## config.mk

```make
export PLATFORM = sky130hd
export DESIGN_NAME = pcl_link
export DESIGN_NICKNAME = d
export VERILOG_FILES = /design/src/include/pcl_pkg.sv /design/src/logic/pcl_sync.sv /design/src/logic/pcl_regmem.sv /design/src/logic/pcl_link.sv
export SDC_FILE = /design/constraint.sdc
export NUM_CORES = 2
export LEC_CHECK = 0
export ABC_AREA = 1
export BUFFER_PORTS_ARGS = -buffer_cell sky130_fd_sc_hd__buf_2
export CORE_ASPECT_RATIO = 1.4
export CORE_MARGIN = 5
export CORE_UTILIZATION = 56
export CTS_BUF_LIST = sky130_fd_sc_hd__clkbuf_2
export CTS_CLUSTER_DIAMETER = 120
export CTS_CLUSTER_SIZE = 25
export DETAILED_ROUTE_END_ITERATION = 10
export PLACE_DENSITY_LB_ADDON = 0.25
export SYNTH_ARGS = -nofsm -noshare
export SYNTH_HDL_FRONTEND = slang
export SYNTH_SLANG_ARGS = --single-unit
export TNS_END_PERCENT = 5
```

## constraint.sdc

```tcl
create_clock -name mclk -period 4 [get_ports mclk]
set_input_delay 0.4 -clock mclk [delete_from_list [all_inputs] [get_ports mclk]]
set_output_delay 0.4 -clock mclk [all_outputs]
set_load 0.03 [all_outputs]
```

## src/include/pcl_pkg.sv

```systemverilog
/*
   Shared constants and carrier types for the peripheral card serial link.
   Assumes a single mclk domain inside the card; link pins are synchronised
   before use by the consumer of this package.
*/
package pcl_pkg;
   // payload limits and the register number that reads back the error byte
   localparam logic [3:0] PAYLOAD_MAX = 4'hF;
   localparam logic [3:0] COMM_REG = 4'hF;
   // command byte layout: read flag, echo flag, register number in [3:0]
   localparam int CMD_READ_BIT = 7;
   localparam int CMD_ECHO_BIT = 6;
   // status byte layout
   localparam logic [1:0] ST_READY = 2'h1;
   localparam logic [1:0] ST_BUSY = 2'h2;
   localparam int ST_ROUTER_BIT = 5;
   localparam int ST_COMM_BIT = 4;
   localparam int ST_NOEXEC_BIT = 1;
   localparam int ST_WDT_BIT = 0;
   localparam logic [7:0] STATUS_RST = 8'h40;
   // communication error byte layout
   localparam int CE_WAIT_BIT = 7;
   localparam int CE_COLL_BIT = 6;
   localparam int CE_OVR_BIT = 5;
   localparam int CE_MODE_BIT = 4;
   localparam int CE_CMP_BIT = 3;
   localparam logic [7:0] COMM_RST = 8'h00;
   // mclk cycles from byte end until the next transmit byte is loaded
   localparam logic [1:0] LOAD_DELAY = 2'h2;

   typedef enum logic [1:0] {
      PH_IDLE = 2'h0,
      PH_ADDR = 2'h1,
      PH_CMD = 2'h3,
      PH_DATA = 2'h2
   } pcl_phase_e;

   // one payload byte with its register number and position
   typedef struct packed {
      logic [3:0] regno;
      logic [3:0] idx;
      logic [7:0] data;
   } pcl_rx_s;

   // whole state of the link engine
   typedef struct packed {
      pcl_phase_e phase;
      logic sclk_d;
      logic [2:0] bitcnt;
      logic [7:0] rx_sh;
      logic [7:0] tx_sh;
      logic miso;
      logic sel;
      logic addr_ok;
      logic [7:0] cmd;
      logic [3:0] idx;
      logic [7:0] last_rx;
      logic [1:0] load_cnt;
      logic noexec;
      logic rx_valid;
      pcl_rx_s rx;
      logic [7:0] comm;
      logic [7:0] status;
   } pcl_link_s;
endpackage

```

## src/logic/pcl_sync.sv

```systemverilog
/*
   Two-stage synchroniser for a bundle of independent level signals.
   Assumes each bit is a slow level; no bus coherence is implied.
*/
`timescale 1ns/1ps
module pcl_sync #(
   parameter int W = 3
) (
   input wire logic mclk,
   input wire logic arst_n,
   input wire logic [W-1:0] d,
   output logic [W-1:0] q
);
   typedef struct packed {
      logic [W-1:0] s2;
      logic [W-1:0] s1;
   } pcl_sync_s;

   pcl_sync_s st_ff;
   pcl_sync_s nxt_st;

   // first stage is read only by the second
   always_comb begin
      nxt_st.s1 = d;
      nxt_st.s2 = st_ff.s1;
   end

   always_ff @(posedge mclk or negedge arst_n) begin
      if (!arst_n) begin
         st_ff <= '1;
      end else begin
         st_ff <= nxt_st;
      end
   end

   assign q = st_ff.s2;
endmodule

```

## src/logic/pcl_regmem.sv

```systemverilog
/*
   Read-back byte store: one write port for the card logic, one registered
   read port for the link. Assumes both ports run on mclk.
*/
`timescale 1ns/1ps
module pcl_regmem #(
   parameter int AW = 8,
   parameter int DW = 8
) (
   input wire logic mclk,
   input wire logic arst_n,
   input wire logic we,
   input wire logic [AW-1:0] waddr,
   input wire logic [DW-1:0] wdata,
   input wire logic [AW-1:0] raddr,
   output logic [DW-1:0] rdata
);
   logic [DW-1:0] mem [2**AW];
   logic [DW-1:0] rdata_ff;

   // storage has no reset; unwritten bytes read as whatever was left
   always_ff @(posedge mclk) begin
      if (we) begin
         mem[waddr] <= wdata;
      end
   end

   // registered read, one cycle after the address
   always_ff @(posedge mclk or negedge arst_n) begin
      if (!arst_n) begin
         rdata_ff <= '0;
      end else begin
         rdata_ff <= mem[raddr];
      end
   end

   assign rdata = rdata_ff;
endmodule

```

## src/logic/pcl_link.sv

```systemverilog
/*
   Card end of the point-to-point serial link: select, clock and data pins
   from the master, status and error bytes, echo, register read and write.
   Assumes the master's clock is far slower than mclk (eight or more mclk
   per half period) and that pins come straight from the line receivers.
   // Operation
   // - first byte addresses the card
   // - card selected at once on select
   // - deselected card ignores clock and data
   // - each clock moves one bit both ways
   // - select held whole command; release ends it
   // - write: register byte, then 0-15 bytes
   // - read: register byte, card returns 0-15 bytes
   // - zero length sends register byte only
   // - echo returns the byte the master sent
   // - status byte reports the previous command
   // - status fields: state, router, error, unexecuted, watchdog
   // - error byte, cleared on read
*/
`timescale 1ns/1ps
module pcl_link (
   input wire logic mclk,
   input wire logic arst_n,
   input wire logic sclk,
   input wire logic ss_n,
   input wire logic mosi,
   output logic miso,
   input wire logic [7:0] card_addr,
   input wire logic busy,
   input wire logic wdt_expired,
   input wire logic usr_we,
   input wire pcl_pkg::pcl_rx_s usr_wr,
   output logic selected,
   output logic rx_valid,
   output pcl_pkg::pcl_rx_s rx,
   output logic [7:0] status,
   output logic [7:0] comm_err
);
   pcl_pkg::pcl_link_s st_ff;
   pcl_pkg::pcl_link_s nxt_st;
   logic sclk_s;
   logic ss_n_s;
   logic mosi_s;
   logic [7:0] rdata;
   logic [7:0] byte_in;
   logic rise;
   logic fall;
   logic done;
   logic ld;
   logic is_rd;
   logic is_echo;
   logic [7:0] ce_set;
   logic ce_clr;

   // status byte as sent at the head of a transaction
   function automatic logic [7:0] status_byte(input logic bsy, input logic err,
                                              input logic nox, input logic wdt);
      logic [7:0] s;
      s = 8'h00;
      s[7:6] = bsy ? pcl_pkg::ST_BUSY : pcl_pkg::ST_READY;
      s[pcl_pkg::ST_ROUTER_BIT] = 1'b0;
      s[pcl_pkg::ST_COMM_BIT] = err;
      s[pcl_pkg::ST_NOEXEC_BIT] = nox;
      s[pcl_pkg::ST_WDT_BIT] = wdt;
      return s;
   endfunction

   // link pins cross into mclk; the clock is only sampled, never used as one
   pcl_sync #(.W(3)) u_sync (
      .mclk(mclk),
      .arst_n(arst_n),
      .d({sclk, ss_n, mosi}),
      .q({sclk_s, ss_n_s, mosi_s})
   );

   // read-back bytes addressed by register number and payload position
   pcl_regmem #(.AW(8), .DW(8)) u_mem (
      .mclk(mclk),
      .arst_n(arst_n),
      .we(usr_we),
      .waddr({usr_wr.regno, usr_wr.idx}),
      .wdata(usr_wr.data),
      .raddr({st_ff.cmd[3:0], st_ff.idx}),
      .rdata(rdata)
   );

   // edge finding on the sampled clock
   assign byte_in = {st_ff.rx_sh[6:0], mosi_s};
   assign rise = sclk_s & ~st_ff.sclk_d;
   assign fall = ~sclk_s & st_ff.sclk_d;
   assign done = st_ff.sel & ~ss_n_s & rise & (st_ff.bitcnt == 3'h7);
   assign ld = st_ff.sel & ~ss_n_s & (st_ff.load_cnt == 2'h1);
   assign is_rd = st_ff.cmd[pcl_pkg::CMD_READ_BIT];
   assign is_echo = st_ff.cmd[pcl_pkg::CMD_ECHO_BIT];

   // next state of the whole engine
   always_comb begin
      nxt_st = st_ff;
      ce_set = 8'h00;
      ce_clr = 1'b0;
      nxt_st.sclk_d = sclk_s;
      nxt_st.rx_valid = 1'b0;
      // a card write while the master is on the line is a collision
      if (usr_we && st_ff.sel) begin
         ce_set[pcl_pkg::CE_COLL_BIT] = 1'b1;
      end
      if (ss_n_s) begin
         // release ends the transaction and fixes the next status
         if (st_ff.sel) begin
            nxt_st.noexec = ~st_ff.addr_ok | (st_ff.phase != pcl_pkg::PH_DATA)
                            | (is_rd & is_echo);
            if (st_ff.bitcnt != 3'h0) begin
               ce_set[pcl_pkg::CE_MODE_BIT] = 1'b1;
            end
         end
         nxt_st.sel = 1'b0;
         nxt_st.phase = pcl_pkg::PH_IDLE;
         nxt_st.load_cnt = 2'h0;
      end else if (!st_ff.sel) begin
         // selected on the select level alone, before any clock
         nxt_st.sel = 1'b1;
         nxt_st.phase = pcl_pkg::PH_ADDR;
         nxt_st.bitcnt = 3'h0;
         nxt_st.idx = 4'h0;
         nxt_st.addr_ok = 1'b0;
         nxt_st.cmd = 8'h00;
         // previous outcome goes out first, msb already on the pin
         nxt_st.status = status_byte(busy, |st_ff.comm, st_ff.noexec,
                                     wdt_expired);
         nxt_st.miso = nxt_st.status[7];
         nxt_st.tx_sh = {nxt_st.status[6:0], 1'b0};
      end else begin
         // sample on the rising edge, msb first
         if (rise) begin
            nxt_st.rx_sh = byte_in;
            nxt_st.bitcnt = st_ff.bitcnt + 3'h1;
         end
         // launch the next bit on the falling edge
         if (fall) begin
            nxt_st.miso = st_ff.tx_sh[7];
            nxt_st.tx_sh = {st_ff.tx_sh[6:0], 1'b0};
         end
         if (done) begin
            nxt_st.load_cnt = pcl_pkg::LOAD_DELAY;
            unique case (st_ff.phase)
               pcl_pkg::PH_ADDR: begin
                  // a byte that is not ours is a compare error
                  nxt_st.addr_ok = (byte_in == card_addr);
                  ce_set[pcl_pkg::CE_CMP_BIT] = (byte_in != card_addr);
                  nxt_st.phase = pcl_pkg::PH_CMD;
               end
               pcl_pkg::PH_CMD: begin
                  // register byte alone is a complete zero length command
                  nxt_st.cmd = byte_in;
                  nxt_st.phase = pcl_pkg::PH_DATA;
               end
               pcl_pkg::PH_DATA: begin
                  nxt_st.last_rx = byte_in;
                  // error byte clears only once its slot has gone out, so a
                  // zero length read keeps it; errors raised meanwhile go too
                  if (st_ff.addr_ok && is_rd && !is_echo && st_ff.idx == 4'h0
                      && st_ff.cmd[3:0] == pcl_pkg::COMM_REG) begin
                     ce_clr = 1'b1;
                  end
                  if (st_ff.idx == pcl_pkg::PAYLOAD_MAX) begin
                     ce_set[pcl_pkg::CE_OVR_BIT] = 1'b1;
                  end else begin
                     nxt_st.idx = st_ff.idx + 4'h1;
                     if (st_ff.addr_ok && !is_rd && !is_echo) begin
                        nxt_st.rx_valid = 1'b1;
                        nxt_st.rx = '{regno: st_ff.cmd[3:0], idx: st_ff.idx,
                                      data: byte_in};
                        ce_set[pcl_pkg::CE_WAIT_BIT] = 1'b1;
                     end
                  end
               end
               pcl_pkg::PH_IDLE: begin
                  nxt_st.phase = st_ff.phase;
               end
            endcase
         end
         if (st_ff.load_cnt != 2'h0) begin
            nxt_st.load_cnt = st_ff.load_cnt - 2'h1;
         end
         // memory data is ready two cycles after the byte ends
         if (ld) begin
            nxt_st.tx_sh = 8'h00;
            if (st_ff.phase == pcl_pkg::PH_DATA && st_ff.addr_ok) begin
               if (is_echo && !is_rd) begin
                  if (st_ff.idx != 4'h0) begin
                     nxt_st.tx_sh = st_ff.last_rx;
                  end
               end else if (is_rd && !is_echo && st_ff.idx != pcl_pkg::PAYLOAD_MAX) begin
                  if (st_ff.cmd[3:0] == pcl_pkg::COMM_REG) begin
                     if (st_ff.idx == 4'h0) begin
                        nxt_st.tx_sh = st_ff.comm;
                     end
                  end else begin
                     nxt_st.tx_sh = rdata;
                  end
               end
            end
         end
      end
      // a new error in the clearing cycle survives the clear
      nxt_st.comm = (ce_clr ? 8'h00 : st_ff.comm) | ce_set;
   end

   always_ff @(posedge mclk or negedge arst_n) begin
      if (!arst_n) begin
         st_ff <= '0;
         st_ff.sclk_d <= 1'b0;
         st_ff.comm <= pcl_pkg::COMM_RST;
         st_ff.status <= pcl_pkg::STATUS_RST;
      end else begin
         st_ff <= nxt_st;
      end
   end

   // outputs straight from the state register
   assign miso = st_ff.miso;
   assign selected = st_ff.sel;
   assign rx_valid = st_ff.rx_valid;
   assign rx = st_ff.rx;
   assign status = st_ff.status;
   assign comm_err = st_ff.comm;
endmodule

```

==> results by group <==
Status
  • Status: finished clean

Die
  • I/O pin count: 67
  • Die area: 169000 sq um
  • Initial Utilization: 56.2%
  • Core area: 160000 sq um
  • # rows: 174
  • Die width: 349 microns
  • Die Y-Extent: 485 microns

Synth
  • Number of flops mapped to enable cells by yosys: 2048
  • Synth area leaders: edfxtp_1, nand2_1, nor2_1
  • Area leader, netlist: edfxtp_1
  • Synth Register Bits: 2134
  • Most common cell in the netlist: nand2_1
  • Synth Area in Simple Gates: 19.1%
  • Post-synthesis compound-gate area fraction: 4.43%
  • XOR/XNOR Fraction of Synth Area: 0.0389%
  • Register area share after synthesis: 70.6%
  • Post-synthesis mux area share: 0%
  • Ys flop type: edfxtp_1
  • Post-synth top cells: nand2_1, edfxtp_1, nor2_1
  • Adder-cell share of the synthesized area: 0.0694%
  • Synth warnings: 0
  • Synth Instances: 8402
  • Main combinational cell family by area after synthesis: simple AND/OR/NAND/NOR gates
  • Post-Syn Area per Cell: 10.7 sq um
  • Yosys cell types: 41
  • Mapped cell area: 90200 sq um
  • Top cell type's share of synthesized area: 68.2%
  • Synth async-reset ratio: 4.03%

Placement
  • RePlAce Congestion: 0.990
  • HPWL Detailed: 147000 microns
  • Placed cells: 10.3k
  • Port bufs: 60
  • Post-Place Cell Area: 92900 sq um

Cells and area
  • Final cell count without fillers: 10.5k
  • Design Area, Final: 94600 sq um
  • Ratio of cells with drive above 1 in the final layout: 5.60%
  • P&R area growth vs syn: 4.89%
  • Final net count: 8403

Timing
  • Relative slew slack: 22.3%
  • Final TNS setup: 0 ps
  • Final Hold Viols: 0
  • Final setup violation count: 0
  • Min cycle time layout: 3920 ps
  • Final worst clock skew: 137 ps
  • Max frequency: 0.255 GHz
  • Tightest Pin Transition: 1160 ps
  • RSZ-0062 raised after global routing: no
  • Period Utilization, post-route: 98.0%
  • Pins Over Slew Limit: 0

Critical path
  • Kind of cell adding the most delay to the critical path: buffers and inverters
  • Buf/Inv on CP: 10
  • CP Capture Type: flip-flop
  • CP Launch Point: usr_wr[8]
  • Crit start category: input port
  • Worst flop-to-flop path startpoint: u_sync.q[0]
  • Required time of the critical path: 5490 ps
  • CP most frequent cell: dlygate4sd3_1
  • Critical path class: in2reg
  • Slowest CP cell: dlygate4sd3_1
  • CP max FO: 8
  • Critical Path AT: 5410 ps
  • Slowest cell delay on critical path: 820 ps
  • Crit-path cells: dlygate4sd3_1, buf_2, dlygate4sd3_1, inv_1, nand2_1, dlygate4sd3_1, nor2_1, dlygate4sd3_1, inv_1, dlygate4sd3_1, nor2_1, dlygate4sd3_1, dlygate4sd3_1

GRT
  • Vias in the first global route: 57.9k
  • Gr usage total: 28.4%
  • GRT overflow: 0
  • Largest net degree at the start of global routing: 203
  • Antenna violations before repair: 8
  • First-pass GRT wire length: 364000 microns

Power
  • NetSw: 6.93 mW
  • Switching share of power: 21.3%
  • Flop pwr share: 75.7%
  • PwrDens: 344 nW/um^2
  • Peak VDD IR: 0.224 mV
  • Clock Power Share: 21.5%
  • Leak pwr: 35.7 nW
  • Total power: 32.5 mW
  • Cell internal pwr: 25.6 mW
  • Combinational share of power: 2.8%

Clock network
  • Post_cts resized: 0
  • Post-CTS Setup Inserts: 0
  • Clock Path Buffers: 3
  • CTS buffer count: 95
  • CTS tree: done
  • CTS hold repair buffers: 83
  • H-tree level count: 3
  • Clock tree sinks: 2134
  • Worst skew pair latency: 1810 ps
  • CTS root buffer: clkbuf_2
  • Clk slew on worst S/H paths: 450 ps

Worst hold path
  • Hold_sp: usr_wr[15]
  • Worst min path class: in2reg

Routing
  • Vias/cell: 5.73
  • Drt total wl: 245000 microns
  • DR WL/cell: 23.3 microns
  • Final ANT Viol Nets: 0
  • DR pass1 iterations: 7
  • DRC viols: 0
  • DRT iter0 DRCs: 6818
  • Vias: 60.3k

Job
  • MaxCap Viol Count: 0
[routing by layer]
| metal | GRT usage, % | routed length [microns] | vias up |
|---|---|---|---|
| li1 | - | - | 27700 |
| met1 | 36.4 | 89000 | 29200 |
| met2 | 47.8 | 121000 | 2852 |
| met3 | 3.87 | 20500 | 545 |
| met4 | 14.1 | 13900 | 4 |
| met5 | 0.316 | 27 | - |
[worst min-delay path, cell delays in order]
cell           delay, ps
dlygate4sd3_1        530
buf_2                140
nand2_1              130
inv_1                160
nand2_1              110
buf_4                250
nor2_1               110
[area by class of cell]
class	instances	area, sq um
Tap cell	2112	2640
Multi-Input combinational cell	5093	21400
Antenna cell	8	20.0
Timing Repair Buffer	368	3650
Sequential cell	2134	63700
Fill cell	13100	65900
Inverter	674	2560
Clock buffer	126	631
Clock inverter	4	27.5
[power by group through the flow]
stage | Sequential [mW] | Clock [mW] | Combinational, mW
final | 24.6 | 7.00 | 0.896
after global routing | 24.6 | 7.84 | 0.946
after CTS | 24.6 | 7.06 | 0.890
after detailed placement | 25.1 | 0 | 0.796
after global placement | 25.1 | 0 | 0.777
after floorplan | 25.1 | 0 | 0.196
[flip-flops by register name, summed over array words and instances (netlist names), 3 cells and up]
name / flops
u_sync.q: 3
comm_err: 5
u_sync.nxt_st: 3
status: 5
rx: 16
byte_in: 7
st_ff: 34
u_mem.mem: 2048
u_mem.rdata: 8
[final timing paths]
path	endpoint	slack (ps)	cells past startpoint
setup / recovery	u_mem.mem[154][0]	80	13
hold / removal	u_mem.mem[236][3]	230	7
setup reg to reg	st_ff[56]	490	10
hold reg to reg	u_sync.q[1]	370	0
max in group asynchronous	u_sync.q[0]	2400	7
min in group asynchronous	status[4]	860	6
[cell families (layout without fill, tap and decap cells)]
kind of cell | count (synthesis) | count (layout)
compound gates | 763 | 763
flops | 2134 | 2134
buf+inv | 1180 | 1172
xor+xnor | 4 | 4
other cells | 1 | 14
fa+ha+maj | 5 | 5
simple gates | 4315 | 4315
[per-stage QoR]
stage               setup slack, ps  hold slack, ps  util [%]
detailed placement              682             350      57.9
global route                   53.3             122      58.9
finish                         80.6             230      58.9
floorplan                      1900             104         -
CTS                             448            8.20      58.9
global placement                676             346      57.9
[cells in the final DEF (no fill, tap or decap), drive strengths merged, types with 2 or more instances in the layout]
cell / synthesis / layout
a21oi: 94 / 94
a22oi: 5 / 5
a31oi: 2 / 2
a32oi: 2 / 2
buf: 347 / 294
clkbuf: 159 / 126
clkinv: 8 / 8
conb: 1 / 6
dfrtp: 79 / 79
dfstp: 7 / 7
diode: 0 / 8
dlygate4sd3: 0 / 74
edfxtp: 2048 / 2048
ha: 5 / 5
inv: 666 / 670
nand2: 2301 / 2301
nand3: 728 / 728
nand4: 4 / 4
nor2: 1250 / 1250
nor3: 5 / 5
o211ai: 52 / 52
o21ai: 595 / 595
o22ai: 8 / 8
o31ai: 2 / 2
or2: 24 / 24
xnor2: 3 / 3
No activity file was read; power rests on OpenSTA's default activity.
